### config.mk
export PLATFORM = sky130hd
export DESIGN_NAME = rcb_reset_ctrl
export DESIGN_NICKNAME = d
export VERILOG_FILES = /design/src/rcb_pkg.sv /design/src/rcb_reset_ctrl.sv /design/src/rcb_sync.sv
export VERILOG_INCLUDE_DIRS = /design/src
export SDC_FILE = /design/constraint.sdc
export NUM_CORES = 1
export LEC_CHECK = 0
export BUFFER_PORTS_ARGS = -buffer_cell sky130_fd_sc_hd__clkbuf_2
export CAP_MARGIN = 5
export CORE_AREA = 2 2 74 90
export DETAILED_ROUTE_END_ITERATION = 16
export DIE_AREA = 0 0 76 92
export PLACE_DENSITY = 0.73
export SYNTH_ARGS = -nofsm -noshare
export SYNTH_HDL_FRONTEND = slang
export SYNTH_SLANG_ARGS = --single-unit
export TNS_END_PERCENT = 30
### constraint.sdc
create_clock -name clk -period 1.8 [get_ports clk]
set_input_delay 0.18 -clock clk [delete_from_list [all_inputs] [get_ports clk]]
set_output_delay 0.18 -clock clk [all_outputs]
set_load 0.02 [all_outputs]
### src/rcb_regs.svh
// What this block does
// - Very-low-voltage detection sets the backup RAM loss flag.
// - Backup RAM loss flag stays set until software writes 1 to its clear bit.
// - No reset source changes the backup RAM loss flag; bus reset sets it.
// - Low external reset pin resets the device and sets the external cause flag.
// - External cause flag holds until write-1 clear or a power-up reset.
// - External reset forces maximum oscillator gain while its supply is active.
// - Power-up reset disables the main oscillator, even if software started it, unless external reset forces it on.
// - Oscillator runs while external reset is held with supply active; stops on release if disabled.
// - Gain is forced to maximum in external reset with supply active, then restored after release.
// - Short-stabilize bit: 1 selects maximum gain, 0 normal gain.
// - Write 1 to enable trigger starts oscillator; disable trigger stops it.
// - Each watchdog reset sets its own cause flag and asserts system reset.
// - Watchdog cause flags hold until write-1 clear or a power-up reset.
// - Writing 1 to the software reset trigger resets and sets its cause flag.
// - Software cause flag clears only by write-1 clear or power-up reset.
// - Each clock monitor reset asserts system reset and sets its own flag.
// - Monitor flags clear by writing 1 to clear bit 3, 5 or 6, or power-up.
// - Debugger reset acts as power-up reset, clearing all cause flags.
// - Software reset trigger accepts only writes made through the unlock sequence.
// - Every power-up reset also asserts the system reset.
// - Cause flags accumulate; each source sets only its own flag.
// - The cause clear register always reads as zero.
`ifndef RCB_REGS_SVH
`define RCB_REGS_SVH

// Register byte offsets
`define RCB_CAUSE_OFS       32'h0000_0000
`define RCB_CAUSE_CLR_OFS   32'h0000_0004
`define RCB_SWRST_OFS       32'h0000_0008
`define RCB_PROTECT_OFS     32'h0000_000C
`define RCB_BACKUP_OFS      32'h0000_0010
`define RCB_BACKUP_CLR_OFS  32'h0000_0014
`define RCB_OSC_TRIG_OFS    32'h0000_0018
`define RCB_OSC_CTL_OFS     32'h0000_001C

// Cause register bit positions
`define RCB_BIT_SW          0
`define RCB_BIT_WD1         1
`define RCB_BIT_WD2         2
`define RCB_BIT_MAIN_MON    3
`define RCB_BIT_FAST_MON    5
`define RCB_BIT_PLL_MON     6
`define RCB_BIT_EXT         8
`define RCB_CAUSE_W         9
`define RCB_CAUSE_MASK      9'h16F
`define RCB_CAUSE_RST       9'h000

// Other field positions
`define RCB_BIT_SWRST       0
`define RCB_BIT_UNLOCKED    0
`define RCB_BIT_BACKUP      0
`define RCB_BIT_OSC_EN_TRG  0
`define RCB_BIT_OSC_DIS_TRG 1
`define RCB_BIT_OSC_RUN     0
`define RCB_BIT_OSC_SWEN    1
`define RCB_BIT_SHORT_STAB  0
`define RCB_PROTECT_KEY     32'h0000_00A5

// Synchroniser bit positions and idle levels
`define RCB_SYN_EXT_N       0
`define RCB_SYN_POC         1
`define RCB_SYN_DBG         2
`define RCB_SYN_WD1         3
`define RCB_SYN_WD2         4
`define RCB_SYN_MMON        5
`define RCB_SYN_FMON        6
`define RCB_SYN_PMON        7
`define RCB_SYN_VLV         8
`define RCB_SYN_SUPPLY      9
`define RCB_SYN_W           10
`define RCB_SYN_RST         10'h001

// Timing
`define RCB_CLK_PERIOD_NS   50
`define RCB_HOLD_NS         500
`define RCB_HOLD_CYC        ((`RCB_HOLD_NS + `RCB_CLK_PERIOD_NS - 1) / `RCB_CLK_PERIOD_NS)

`endif

### src/rcb_pkg.sv
package rcb_pkg;

  // System reset sequencer states
  typedef enum logic [1:0] {
    RCB_ST_IDLE   = 2'b00,
    RCB_ST_ACTIVE = 2'b01,
    RCB_ST_HOLD   = 2'b10
  } rcb_state_t;

endpackage : rcb_pkg

### src/rcb_reset_ctrl.sv
// Local design decisions: the register offsets and register access over APB.
`timescale 1ns/1ps
`default_nettype none
`include "rcb_regs.svh"
module rcb_reset_ctrl
  import rcb_pkg::*;
#(
  parameter int HOLD_CYCLES = `RCB_HOLD_CYC
) (
  // Clock and reset
  input  wire logic        clk,
  input  wire logic        reset,
  // APB slave
  input  wire logic        psel,
  input  wire logic        penable,
  input  wire logic        pwrite,
  input  wire logic [31:0] paddr,
  input  wire logic [31:0] pwdata,
  input  wire logic [3:0]  pstrb,
  output logic      [31:0] prdata,
  output logic             pready,
  output logic             pslverr,
  // Reset sources, asynchronous to clk
  input  wire logic        ext_reset_n,
  input  wire logic        power_on_clear_reset,
  input  wire logic        debugger_reset,
  input  wire logic        watchdog_one_reset,
  input  wire logic        watchdog_two_reset,
  input  wire logic        main_osc_monitor_reset,
  input  wire logic        fast_internal_osc_monitor_reset,
  input  wire logic        pll_monitor_reset,
  // Supply supervision, asynchronous to clk
  input  wire logic        very_low_voltage_detector,
  input  wire logic        core_supply_level,
  // Reset and oscillator control outputs
  output logic             system_reset,
  output logic             power_up_reset,
  output logic             main_osc_enable,
  output logic             main_osc_max_gain
);

  // Counter is 8 bits wide, so the hold count must fit
  if (HOLD_CYCLES < 1 || HOLD_CYCLES > 255) begin : g_chk
    $error("HOLD_CYCLES must be 1 to 255");
  end

  localparam logic [7:0] HOLD_LAST = 8'(HOLD_CYCLES - 1);

  // Set wins over clear for every sticky flag
  function automatic logic [`RCB_CAUSE_W-1:0] sticky(
    input logic [`RCB_CAUSE_W-1:0] cur,
    input logic [`RCB_CAUSE_W-1:0] set,
    input logic [`RCB_CAUSE_W-1:0] clr
  );
    sticky = (cur & ~clr) | set;
  endfunction : sticky

  // Exact address match on all 32 bits
  function automatic logic hit(
    input logic [31:0] addr,
    input logic [31:0] ofs
  );
    hit = (addr == ofs);
  endfunction : hit

  // Registers
  rcb_state_t                state_r;
  rcb_state_t                state_nxt;
  logic [7:0]                cnt_r;
  logic [7:0]                cnt_nxt;
  logic [`RCB_CAUSE_W-1:0]   cause_r;
  logic [`RCB_CAUSE_W-1:0]   cause_nxt;
  logic                      backup_ram_loss_flag_r;
  logic                      backup_nxt;
  logic                      unlock_r;
  logic                      sw_rst_r;
  logic                      osc_swen_r;
  logic                      osc_swen_nxt;
  logic                      short_stab_r;
  logic                      short_stab_nxt;
  logic                      sys_rst_r;
  logic                      pu_rst_r;
  logic                      osc_en_out_r;
  logic                      osc_gain_out_r;
  logic [31:0]               prdata_r;

  // Synchronised inputs
  logic [`RCB_SYN_W-1:0]     raw_in;
  logic [`RCB_SYN_W-1:0]     syn;

  assign raw_in[`RCB_SYN_EXT_N]  = ext_reset_n;
  assign raw_in[`RCB_SYN_POC]    = power_on_clear_reset;
  assign raw_in[`RCB_SYN_DBG]    = debugger_reset;
  assign raw_in[`RCB_SYN_WD1]    = watchdog_one_reset;
  assign raw_in[`RCB_SYN_WD2]    = watchdog_two_reset;
  assign raw_in[`RCB_SYN_MMON]   = main_osc_monitor_reset;
  assign raw_in[`RCB_SYN_FMON]   = fast_internal_osc_monitor_reset;
  assign raw_in[`RCB_SYN_PMON]   = pll_monitor_reset;
  assign raw_in[`RCB_SYN_VLV]    = very_low_voltage_detector;
  assign raw_in[`RCB_SYN_SUPPLY] = core_supply_level;

  // All sources are pins or other domains, so each crosses two flops
  rcb_sync #(
    .WIDTH     (`RCB_SYN_W),
    .RESET_VAL (`RCB_SYN_RST)
  ) u_sync (
    .clk      (clk),
    .reset    (reset),
    .async_in (raw_in),
    .sync_out (syn)
  );

  // Decoded source levels
  wire ext_rst   = ~syn[`RCB_SYN_EXT_N];
  wire poc_rst   = syn[`RCB_SYN_POC];
  wire dbg_rst   = syn[`RCB_SYN_DBG];
  wire wd1_rst   = syn[`RCB_SYN_WD1];
  wire wd2_rst   = syn[`RCB_SYN_WD2];
  wire mmon_rst  = syn[`RCB_SYN_MMON];
  wire fmon_rst  = syn[`RCB_SYN_FMON];
  wire pmon_rst  = syn[`RCB_SYN_PMON];
  wire vlv_low   = syn[`RCB_SYN_VLV];
  wire supply_on = syn[`RCB_SYN_SUPPLY];

  // Power-up reset comes from power-on clear or the debugger
  wire pu_req = poc_rst | dbg_rst;

  // Any source asks for a system reset
  wire sys_req = pu_req | ext_rst | wd1_rst | wd2_rst
               | mmon_rst | fmon_rst | pmon_rst
               | sw_rst_r;

  // APB decode
  wire acc_ph  = psel & penable;
  wire set_ph  = psel & ~penable;
  wire a_cause = hit(paddr, `RCB_CAUSE_OFS);
  wire a_cclr  = hit(paddr, `RCB_CAUSE_CLR_OFS);
  wire a_swrst = hit(paddr, `RCB_SWRST_OFS);
  wire a_prot  = hit(paddr, `RCB_PROTECT_OFS);
  wire a_bkup  = hit(paddr, `RCB_BACKUP_OFS);
  wire a_bclr  = hit(paddr, `RCB_BACKUP_CLR_OFS);
  wire a_otrg  = hit(paddr, `RCB_OSC_TRIG_OFS);
  wire a_octl  = hit(paddr, `RCB_OSC_CTL_OFS);
  wire mapped  = a_cause | a_cclr | a_swrst | a_prot
               | a_bkup | a_bclr | a_otrg | a_octl;
  wire wr_ok   = acc_ph & pwrite & mapped;

  // Byte lanes gate write data, except the protect key compare; a write without lane 0 or 1 changes little
  wire [31:0] wmask = {{8{pstrb[3]}}, {8{pstrb[2]}},
                       {8{pstrb[1]}}, {8{pstrb[0]}}};
  wire [31:0] wdat  = pwdata & wmask;

  // Write strobes per register
  wire cclr_wr = wr_ok & a_cclr;
  wire bclr_wr = wr_ok & a_bclr;
  wire otrg_wr = wr_ok & a_otrg;
  wire octl_wr = wr_ok & a_octl;
  wire prot_wr = wr_ok & a_prot;

  // Trigger only counts after the unlock key; plain writes fall away
  wire sw_trig = wr_ok & a_swrst & unlock_r
               & wdat[`RCB_BIT_SWRST];

  // Cause set and clear vectors
  logic [`RCB_CAUSE_W-1:0] cause_set;
  logic [`RCB_CAUSE_W-1:0] cause_clr;

  // Each source sets only its own bit
  always_comb begin
    cause_set                    = '0;
    cause_set[`RCB_BIT_SW]       = sw_rst_r;
    cause_set[`RCB_BIT_WD1]      = wd1_rst;
    cause_set[`RCB_BIT_WD2]      = wd2_rst;
    cause_set[`RCB_BIT_MAIN_MON] = mmon_rst;
    cause_set[`RCB_BIT_FAST_MON] = fmon_rst;
    cause_set[`RCB_BIT_PLL_MON]  = pmon_rst;
    cause_set[`RCB_BIT_EXT]      = ext_rst;
  end

  // Write-1 clears, only on the clear register
  assign cause_clr = cclr_wr ? wdat[`RCB_CAUSE_W-1:0] : '0;

  // Power-up reset empties the cause register; otherwise flags stick
  always_comb begin
    if (pu_req) begin
      cause_nxt = `RCB_CAUSE_RST;
    end else begin
      cause_nxt = sticky(cause_r, cause_set, cause_clr) & `RCB_CAUSE_MASK;
    end
  end

  // Backup loss flag ignores every reset source
  wire bk_clr = bclr_wr & wdat[`RCB_BIT_BACKUP];
  assign backup_nxt = (backup_ram_loss_flag_r & ~bk_clr) | vlv_low;

  // Oscillator software enable; disable wins over enable in one write
  wire osc_en_trg  = otrg_wr & wdat[`RCB_BIT_OSC_EN_TRG];
  wire osc_dis_trg = otrg_wr & wdat[`RCB_BIT_OSC_DIS_TRG];

  always_comb begin
    if (pu_req) begin
      osc_swen_nxt = 1'b0;
    end else if (osc_dis_trg) begin
      osc_swen_nxt = 1'b0;
    end else if (osc_en_trg) begin
      osc_swen_nxt = 1'b1;
    end else begin
      osc_swen_nxt = osc_swen_r;
    end
  end

  assign short_stab_nxt = octl_wr ? wdat[`RCB_BIT_SHORT_STAB] : short_stab_r;

  // External reset forces the oscillator on at full gain, given supply
  wire osc_force = ext_rst & supply_on;

  // System reset sequencer: stretches the reset after the last source drops
  always_comb begin
    state_nxt = state_r;
    cnt_nxt   = cnt_r;
    case (state_r)
      RCB_ST_IDLE: begin
        if (sys_req) begin
          state_nxt = RCB_ST_ACTIVE;
        end
      end
      RCB_ST_ACTIVE: begin
        if (!sys_req) begin
          state_nxt = RCB_ST_HOLD;
          cnt_nxt   = HOLD_LAST;
        end
      end
      RCB_ST_HOLD: begin
        if (sys_req) begin
          state_nxt = RCB_ST_ACTIVE;
        end else if (cnt_r == 8'h00) begin
          state_nxt = RCB_ST_IDLE;
        end else begin
          cnt_nxt = cnt_r - 8'h01;
        end
      end
      default: begin
        state_nxt = RCB_ST_ACTIVE;
      end
    endcase
  end

  // Read mux; clear registers and the software reset trigger read as zero
  logic [31:0] rd_word;

  always_comb begin
    rd_word = 32'h0000_0000;
    if (a_cause) begin
      rd_word[`RCB_CAUSE_W-1:0] = cause_r;
    end else if (a_prot) begin
      rd_word[`RCB_BIT_UNLOCKED] = unlock_r;
    end else if (a_bkup) begin
      rd_word[`RCB_BIT_BACKUP] = backup_ram_loss_flag_r;
    end else if (a_otrg) begin
      rd_word[`RCB_BIT_OSC_RUN]  = osc_en_out_r;
      rd_word[`RCB_BIT_OSC_SWEN] = osc_swen_r;
    end else if (a_octl) begin
      rd_word[`RCB_BIT_SHORT_STAB] = short_stab_r;
    end
  end

  // Sequencer and reset outputs; bus reset starts with both resets asserted
  always_ff @(posedge clk) begin
    if (reset) begin
      state_r   <= RCB_ST_ACTIVE;
      cnt_r     <= 8'h00;
      sys_rst_r <= 1'b1;
      pu_rst_r  <= 1'b1;
    end else begin
      state_r   <= state_nxt;
      cnt_r     <= cnt_nxt;
      sys_rst_r <= (state_nxt != RCB_ST_IDLE);
      pu_rst_r  <= pu_req;
    end
  end

  // Cause flags and software reset pulse
  always_ff @(posedge clk) begin
    if (reset) begin
      cause_r  <= `RCB_CAUSE_RST;
      sw_rst_r <= 1'b0;
    end else begin
      cause_r  <= cause_nxt;
      sw_rst_r <= sw_trig;
    end
  end

  // Unlock lasts for exactly the next completed write to a mapped address
  always_ff @(posedge clk) begin
    if (reset) begin
      unlock_r <= 1'b0;
    end else if (wr_ok) begin
      unlock_r <= prot_wr & (pwdata == `RCB_PROTECT_KEY);
    end
  end

  // Backup flag: cleared by nothing but software; bus reset marks RAM unknown
  always_ff @(posedge clk) begin
    if (reset) begin
      backup_ram_loss_flag_r <= 1'b1;
    end else begin
      backup_ram_loss_flag_r <= backup_nxt;
    end
  end

  // Oscillator control; system reset leaves it untouched, except power-up reset, which clears the software enable
  always_ff @(posedge clk) begin
    if (reset) begin
      osc_swen_r     <= 1'b0;
      short_stab_r   <= 1'b0;
      osc_en_out_r   <= 1'b0;
      osc_gain_out_r <= 1'b0;
    end else begin
      osc_swen_r     <= osc_swen_nxt;
      short_stab_r   <= short_stab_nxt;
      osc_en_out_r   <= osc_force | osc_swen_nxt;
      osc_gain_out_r <= osc_force | short_stab_nxt;
    end
  end

  // Read data captured in setup so it comes from a flop in access
  always_ff @(posedge clk) begin
    if (reset) begin
      prdata_r <= 32'h0000_0000;
    end else if (set_ph) begin
      prdata_r <= rd_word;
    end
  end

  // Zero wait states; unmapped addresses answer with an error
  assign pready  = 1'b1;
  assign pslverr = acc_ph & ~mapped;
  assign prdata  = prdata_r;

  // Outputs
  assign system_reset      = sys_rst_r;
  assign power_up_reset    = pu_rst_r;
  assign main_osc_enable   = osc_en_out_r;
  assign main_osc_max_gain = osc_gain_out_r;

endmodule : rcb_reset_ctrl
`default_nettype wire

### src/rcb_sync.sv
`timescale 1ns/1ps
`default_nettype none
module rcb_sync #(
  parameter int                WIDTH     = 1,
  parameter logic [WIDTH-1:0]  RESET_VAL = '0
) (
  // Clock and reset
  input  wire logic             clk,
  input  wire logic             reset,
  // Asynchronous levels in, synchronised levels out
  input  wire logic [WIDTH-1:0] async_in,
  output logic      [WIDTH-1:0] sync_out
);

  logic [WIDTH-1:0] meta_r;
  logic [WIDTH-1:0] sync_r;

  // Two-stage synchroniser; first stage feeds only the second
  always_ff @(posedge clk) begin
    if (reset) begin
      meta_r <= RESET_VAL;
      sync_r <= RESET_VAL;
    end else begin
      meta_r <= async_in;
      sync_r <= meta_r;
    end
  end

  assign sync_out = sync_r;

endmodule : rcb_sync
`default_nettype wire

==> reports/metrics.yaml, run 1 <==
status: "completed"
h-tree-depth: 2
synthTopCellsByArea: "dfxtp_1 45%, buf_4 8.2%, nor4_1 5.0%, nor2b_1 4.8%, nor2_1 3.5%"
diodes: 0
place.gp.congestion: 0.890
wl_per_cell_um: 12.1
max_freq_mhz: 567
antenna_found_initial: 0
dp.cells: 458
synth_top_cell_area_share_pct: 44.8
path_max_fanout: 6
synth.avg_cell_area_um2: 8.90
numCtsBuffers: 5
ios: 121
p_leak_uw: 0.00138
grt_pass1_wl_mm: 9.19
grt_max_degree: 19
synthCells: 266
rows: 32
hpwlAfterDp_mm: 4.64
min_period_over_period_pct: 98.0
ant_nets: 0
die_x_um: 76
area_growth_pct: 34.6
vias_per_cell: 4.73
cts_sinks: 53
async_reset_ff_share_pct: 0
utilization_pct: 51.4
final_max_slew_viol_count: 0
drc_errors: 0
first_iter_violations: 97
rsz0062_at_grt: "true"
grt_use_total_pct: 16.4
cts.root.buffer_cell: "clkbuf_8"
cts_tree: "built"
max_cap_viol_count: 0
initial_utilization_pct: 38.2
peakVddDrop_uv: 477
synth_top_cell_by_area: "dfxtp_1"
setup_viol: 0
grt_use_met2_pct: 30.4
grt_overflow: 0
hold-worst-slack_ps: 56.6
met3_usage_pct: 4.63
yosys_most_used_dff: "dfxtp_1"
clkLatencyLatePin_ps: 310
required_ps: 2020
startpoint_type: "register"
grt_pass1_vias: 2121
setup-tns-final_ps: 0
power-per-cell-area_mw_per_mm2: 772
grt.met1_usage_pct: 17.2
synth_edf_count: 0
io_buffers: 92
vias: 2226
core_mm2: 0.00621
crit_type: "reg -> reg"
synth_most_common_cell: "dfxtp_1"
nets: 469
min_path_type: "in -> reg"
post-route-min-period_ps: 1760
ys_top_cells_by_count: "53 x dfxtp_1, 26 x buf_4, 22 x nor2_1, 19 x nor4_1, 18 x nor2b_1"
drive_gt1_share_pct: 40.4
final-instance-count-excl-fill: 471
hold_viol: 0
power.total_uw: 2460
yosysSeqAreaShare_pct: 44.8
wirelength_mm: 5.71
grt_busiest_layer: "met2"
netlist_area_mm2: 0.00237
clock_skew_ps: 5.93
clk_path_buf_depth: 2
die_y_um: 92
firstDrtPassIters: 4
yosysWarnings: 0
setup.worst_path.end_class: "register"
ys_ff_latch: 53
cp.arrival_ps: 1980
ys_types: 44
dieArea_mm2: 0.00699
path_clk_slew_ps: 90
path summary, 6_finish.rpt:
kind	startpoint	endpoint	slack (ps)	depth (start not counted)
worst min register to register	u_sync.sync_out[8]	backup_ram_loss_flag_r	430	1
worst max register to register	cnt_r[3]	cnt_r[3]	40	5
worst min-delay path	ext_reset_n	u_sync.meta_r[0]	60	2
worst max-delay path	cnt_r[3]	cnt_r[3]	40	5
logic make-up after synthesis:
family / synth area share (%)
AOI/OAI and AO/OA: 11.2
xor gates and xnor gates: 1.48
adders and majority gates: 0.528
buffers and inverters: 11.1
DFF: 44.8
muxes: 0.951
other: 0.317
and+or+nand+nor: 29.6
area by class of cell:
cell class	instances	area, um^2
multi-input cells	193	1200
clock buffers	5	68.8
repair buffers	120	678
inverters	12	45.0
well taps	85	106
clock inverters	3	21.3
flip-flops and latches	53	1060
fillers	593	3020
state kept, by name (all words and copies together), names as in the netlist, 2 cells and up:
register / flops
u_sync.meta_r: 10
u_sync.sync_out: 10
prdata: 7
cnt_r: 8
state_r: 2
cause_r: 7
stage by stage:
stage | cell area, um^2 | setup slack, ps
floorplan | 2460 | 7.82
global placement | 2980 | -10.1
detailed placement | 2980 | -107
CTS | 3100 | 5.76
global route | 3190 | -7.30
finish | 3190 | 36.4
layout by cell type, fill, tap and decap left out, drive strengths merged, types with 2 or more instances in the layout:
| cell | netlist | final |
|---|---|---|
| nand2 | 10 | 10 |
| nor2 | 23 | 23 |
| or4 | 2 | 2 |
| nand2b | 3 | 3 |
| dfxtp | 53 | 53 |
| a21oi | 6 | 6 |
| o32ai | 2 | 2 |
| xnor2 | 4 | 4 |
| nor2b | 18 | 18 |
| clkbuf | 6 | 97 |
| nor3b | 2 | 2 |
| nor4b | 4 | 4 |
| buf | 26 | 28 |
| nor4 | 19 | 19 |
| and3 | 3 | 3 |
| a211oi | 2 | 2 |
| conb | 2 | 26 |
| nand3 | 5 | 5 |
| nor3 | 13 | 13 |
| o21ai | 9 | 9 |
| mux2 | 2 | 2 |
| inv | 12 | 13 |
| nand4 | 8 | 8 |
| or2 | 3 | 3 |
| a31oi | 7 | 7 |
| or3 | 4 | 4 |
| a22oi | 6 | 6 |
worst max-delay path: stages, from the launching register on:
cell	delay (ps)
dfxtp_1	320
or4_4	550
o32ai_4	340
buf_6	170
nor3_1	50
a311oi_1	240
repair_timing:
item | 4_1_cts | 5_1_grt
pin swaps | 2 | 5
endpoints found under the hold margin | 0 | 0
endpoints found under the setup margin | 7 | 10
gates cloned | 0 | 0
hold buffers | 0 | 0
setup buffers | 2 | 3
resized for setup | 7 | 13
power by group:
part | total, uW | internal (uW) | switching [uW]
Sequential | 1260 | 1230 | 34.6
Clock | 659 | 276 | 383
Combinational | 536 | 268 | 268
routing by layer:
layer,vias to the layer above,share of wire (%)
li1,1140,-
met1,990,38
met2,84,52
met3,12,7.5
met4,0,2.4
met5,-,0
No activity file was read; power rests on OpenSTA's default activity.
==> run 2: changes to the inputs <==
--- a/config.mk
+++ b/config.mk
@@ -8,11 +8,12 @@
 export LEC_CHECK = 0
 export BUFFER_PORTS_ARGS = -buffer_cell sky130_fd_sc_hd__clkbuf_2
 export CAP_MARGIN = 5
-export CORE_AREA = 2 2 74 90
+export CORE_AREA = 2 2 75 91
 export DETAILED_ROUTE_END_ITERATION = 16
-export DIE_AREA = 0 0 76 92
-export PLACE_DENSITY = 0.73
+export DIE_AREA = 0 0 77 93
+export PLACE_DENSITY = 0.72
 export SYNTH_ARGS = -nofsm -noshare
 export SYNTH_HDL_FRONTEND = slang
+export SYNTH_HIERARCHICAL = 1
 export SYNTH_SLANG_ARGS = --single-unit
 export TNS_END_PERCENT = 30
==> run 2 against run 1 <==
Compared with the run above: routed wire length grew 2.3%; highest routed layer unchanged; global-route usage shrank 1.6 points; final cell count shrank 2.3%; critical endpoint unchanged; largest power group unchanged.
==> reports/metrics.yaml, run 2 <==
grt_pass1_vias: 1879
status: "completed"
ys_top_cells_by_count: "53 x dfxtp_1, 26 x buf_4, 21 x nor2b_1, 20 x nor2_1, 15 x inv_1"
core_mm2: 0.00633
initial_utilization_pct: 38.6
final_max_slew_viol_count: 0
grt.met1_usage_pct: 17.9
cts_tree: "built"
yosys.area_share.simple_pct: 27.4
hold-worst-slack_ps: 35.3
clkLatencyLatePin_ps: 320
synth.avg_cell_area_um2: 9.14
path_max_fanout: 5
slew_headroom_pct: 61.9
ctsHoldBuffers: 0
area_growth_pct: 27.8
ys_ff_latch: 53
clock_skew_ps: 11.6
die_x_um: 77
synth_xor_area_share_pct: 1.08
synth_edf_count: 0
grt_pass1_wl_mm: 8.51
netlist_area_mm2: 0.00244
wl_per_cell_um: 12.7
rsz0062_at_grt: "true"
post-route-min-period_ps: 1770
dieArea_mm2: 0.00716
setup_viol: 0
layout_common_cells: "92 x clkbuf_2, 53 x dfxtp_1, 26 x conb_1"
critPathSlowestCell: "o41ai_4"
vias: 2207
drc_errors: 0
die_y_um: 93
required_ps: 2060
placed_area_mm2: 0.00299
synth_top_cell_area_share_pct: 43.5
grt_max_degree: 25
clk_path_buf_depth: 2
crit_type: "reg -> reg"
peakVddDrop_uv: 404
rows: 32
antenna_found_initial: 0
async_reset_ff_share_pct: 0
ys_types: 52
hpwlAfterDp_mm: 4.55
yosys_most_used_dff: "dfxtp_1"
hold_viol: 0
synthCells: 267
h-tree-depth: 2
wirelength_mm: 5.85
min_path_type: "in -> reg"
design_area_mm2: 0.00312
fillers: 622
place.gp.congestion: 0.832
layout_commonest_cell: "clkbuf_2"
dp.cells: 452
synth_compound_area_share_pct: 14.7
numCtsBuffers: 5
setup.worst_path.end_class: "register"
grt_overflow: 0
grt_use_met2_pct: 25.8
power-per-cell-area_mw_per_mm2: 759
regArea_mm2: 0.00106
synth_fa_ha_area_share_pct: 0.513
nets: 458
p_leak_uw: 0.00138
yosysWarnings: 6
cp_cell_sequence: "or3_4 > o41ai_4 > nor3_1 > buf_4 > a31oi_1 > o21a_1"
startpoint_type: "register"
min_period_over_period_pct: 98.1
synth_top_cell_by_area: "dfxtp_1"
yosys-mux-area-fraction_pct: 0.872
met3_usage_pct: 3.76
synth_top_family_by_area: "simple AND/OR/NAND/NOR gates"
max_cap_viol_count: 0
max_freq_mhz: 567
yosysSeqAreaShare_pct: 43.5
cts.root.buffer_cell: "clkbuf_8"
first_iter_violations: 85
max_stage_delay_ps: 460
rr_worst_depth: 6
synthTopCellsByArea: "dfxtp_1 43%, buf_4 8.0%, nor2b_1 5.4%, nor2_1 3.1%, nor4_1 2.6%"
firstDrtPassIters: 5
post_cts_buffers: 0
synth_most_common_cell: "dfxtp_1"
cp.arrival_ps: 2020
path_clk_slew_ps: 100
tightestPinTransition_ps: 566
diodes: 0
ant_nets: 0
whs_path_depth: 2
drive_gt1_share_pct: 34.9
io_buffers: 92
grt_use_total_pct: 14.9
grt_busiest_layer: "met2"
final-instance-count-excl-fill: 460
multi_input_area_mm2: 0.00122
cts_sinks: 53
ios: 121
vias_per_cell: 4.80
## run 2: changes by cell type in the layout (fill, tap and decap cells not counted), sizes merged, moves of 3 or more
cell,delta
nor4,-5
nor2,-3
nor2b,+3
nor3,-6
buf,-12
inv,+3
or3,-3
xnor2,-3
## run 2: final cells by class
type | instances | area share (%)
multi-input cells | 191 | 39.1
flip-flops and latches | 53 | 34.0
repair buffers | 108 | 18.6
well taps | 85 | 3.41
clock buffers | 5 | 2.21
inverters | 15 | 1.81
clock inverters | 3 | 0.843
## run 2: per-layer routing
metal	vias to the layer above	routed length, um
met5	-	0
met4	0	70
met3	5	340
met2	77	2930
met1	1001	2500
li1	1124	-
## run 2: final timing paths
kind,from,to,slack (ps)
setup reg to reg,cnt_r[5],cnt_r[3],30
setup / recovery,cnt_r[5],cnt_r[3],30
hold reg to reg,u_sync/meta_r[0],u_sync/sync_out[0],420
hold / removal,ext_reset_n,u_sync/meta_r[0],40
## run 2: kinds of logic after synthesis
logic type,count (synthesis)
AND/OR/NAND/NOR,111
other,2
AO/OA/AOI/OAI,48
adder cells (fa/ha/maj),1
flip-flops,53
multiplexers,2
XOR/XNOR,3
buffers and inverters,47
## run 2: report_power, final
part	internal, uW	switching [uW]
clock network	283	409
registers	1220	30.5
logic	185	237
## run 2: worst max-delay path, delay by kind of cell, from the launching register on
family                 cells  cell delay (ps)
AOI/OAI and AO/OA          3              710
buffers and inverters      1              170
DFF                        1              340
and+or+nand+nor            2              500
## run 2: metrics by stage
step	setup TNS, ps	power, uW	setup slack (ps)	util [%]
after CTS	0	2360	21.9	48.9
after detailed placement	-2.46	1680	-2.46	47.3
after floorplan	0	1550	142	-
after global routing	-111	2450	-78.4	49.3
after global placement	0	1670	54.1	47.3
final	0	2370	34.8	49.3
## run 2: what timing repair did
action                     CTS  global route
gates resized for setup      1             4
setup endpoints to repair    1             5
pin swaps                    1             4
==> run 3: changes to the inputs <==
--- a/config.mk
+++ b/config.mk
@@ -12,6 +12,7 @@
 export DETAILED_ROUTE_END_ITERATION = 16
 export DIE_AREA = 0 0 77 93
 export PLACE_DENSITY = 0.72
+export RECOVER_POWER = 50
 export SYNTH_ARGS = -nofsm -noshare
 export SYNTH_HDL_FRONTEND = slang
 export SYNTH_HIERARCHICAL = 1
==> run 3 against run 2 <==
Compared with the run above: worst setup slack barely moved; clock power shrank 0.7%; non-clock buffer count unchanged; clock-buffer cell count unchanged; combinational power about the same; sequential power hardly changed; utilization fell by 0.24 points; critical path depth unchanged; fmax about the same; clock skew fell by 3.4 ps.
==> reports/metrics.yaml, run 3 (same netlist as run 2, synthesis figures left out) <==
vias: 2225
antenna_found_initial: 0
internal_power_uw: 1690
hpwlAfterDp_mm: 4.55
max_freq_mhz: 566
top_layer_used: "met4"
max_cap_viol_count: 0
diodes: 0
combPwrFrac_pct: 17.8
h-tree-depth: 2
power-per-cell-area_mw_per_mm2: 760
cts_tree: "built"
crit_type: "reg -> reg"
grt_pass1_vias: 1879
required_ps: 2060
slew_headroom_pct: 61.9
layout_common_cells: "83 x clkbuf_2, 53 x dfxtp_1, 26 x conb_1"
cp.arrival_ps: 2020
wirelength_mm: 5.84
swShare_pct: 28.5
p_sw_uw: 672
rows: 32
met1_length_mm: 2.44
numCtsBuffers: 5
vias_per_cell: 4.84
setup.worst_path.end_class: "register"
cp_cell_sequence: "or3_4 > o41ai_4 > nor3_1 > buf_4 > a31oi_1 > o21a_1"
area_growth_pct: 27.2
nets: 458
status: "completed"
hold-worst-slack_ps: 35.2
die_x_um: 77
setup_viol: 0
layout_commonest_cell: "clkbuf_2"
startpoint_type: "register"
final_max_slew_viol_count: 0
clkLatencyLatePin_ps: 310
min_period_over_period_pct: 98.1
cts.root.buffer_cell: "clkbuf_8"
grt_max_degree: 25
rsz0062_at_grt: "true"
p_leak_uw: 0.00135
initial_utilization_pct: 38.6
path_clk_slew_ps: 100
power_frac_seq_pct: 53.1
firstDrtPassIters: 5
clk_path_buf_depth: 2
path_max_fanout: 5
peakVddDrop_uv: 403
first_iter_violations: 81
place.gp.congestion: 0.832
max_stage_delay_ps: 460
drc_errors: 0
grt_use_total_pct: 14.9
hold_viol: 0
tightestPinTransition_ps: 566
design_area_mm2: 0.00310
wl_per_cell_um: 12.7
ios: 121
post_cts_buffers: 0
min_path_type: "in -> reg"
cts_sinks: 53
cp_top_family: "compound AO/OA/AOI/OAI gates"
post-route-min-period_ps: 1770
grt_pass1_wl_mm: 8.51
grt_overflow: 0
worst-path-buf-inv: 1
p_clk_share_pct: 29.2
dieArea_mm2: 0.00716
io_buffers: 92
met2_length_mm: 2.94
core_mm2: 0.00633
setup-tns-final_ps: 0
die_y_um: 93
ant_nets: 0
placed_area_mm2: 0.00299
clock_skew_ps: 8.29
met3_length_um: 361
critPathSlowestCell: "o41ai_4"
drive_gt1_share_pct: 32.3
run 3: cell types whose count changed in the layout (fill, tap and decap cells not counted), sizes merged:
cell,delta
buf,-1
clkbuf,+1
run 3: worst register-to-register path: stages, from the launching register on:
cell,delay [ps]
dfxtp_1,340
or3_4,410
o41ai_4,460
nor3_1,90
buf_4,170
a31oi_1,120
o21a_1,130
run 3: cell type report:
type | instances | area (um^2)
clock buffers | 5 | 68.8
clock inverters | 3 | 26.3
fillers | 630 | 3220
inverters | 15 | 56.3
multi-input cells | 191 | 1220
flip-flops and latches | 53 | 1060
well taps | 85 | 106
repair buffers | 108 | 566
run 3: through the flow:
stage                     total power [uW]  std cells  util (%)  setup slack (ps)
after floorplan                       1550        291         -               142
after global placement                1670        452      47.3              54.1
after detailed placement              1680        452      47.3             -2.46
after CTS                             2360        460      48.9              21.9
after global routing                  2450        460      49.1             -78.4
final                                 2360        460      49.1              34.7
run 3: metal layers:
layer,track usage [%],vias up
met2,25.8,86
met3,3.76,8
met1,17.9,1006
li1,-,1125
met4,5.21,0
met5,0,-
run 3: final timing paths:
| path | from | end | slack (ps) | cells after the start |
|---|---|---|---|---|
| max | cnt_r[5] | cnt_r[3] | 30 | 6 |
| min | ext_reset_n | u_sync/meta_r[0] | 40 | 2 |
| max reg2reg | cnt_r[5] | cnt_r[3] | 30 | 6 |
| min reg2reg | u_sync/meta_r[0] | u_sync/sync_out[0] | 420 | 1 |
run 3: what timing repair did:
action	in CTS	in global routing
pin swaps	1	4
hold buffers	0	0
endpoints found under the hold margin	0	0
resized for setup	1	4
setup endpoints to repair	1	5
run 3: power by group through the flow:
stage	Sequential (uW)	Combinational (uW)	Clock, uW
CTS	1250	402	704
global route	1260	452	742
global placement	1270	391	0
detailed placement	1280	400	0
finish	1250	419	687
floorplan	1280	267	0
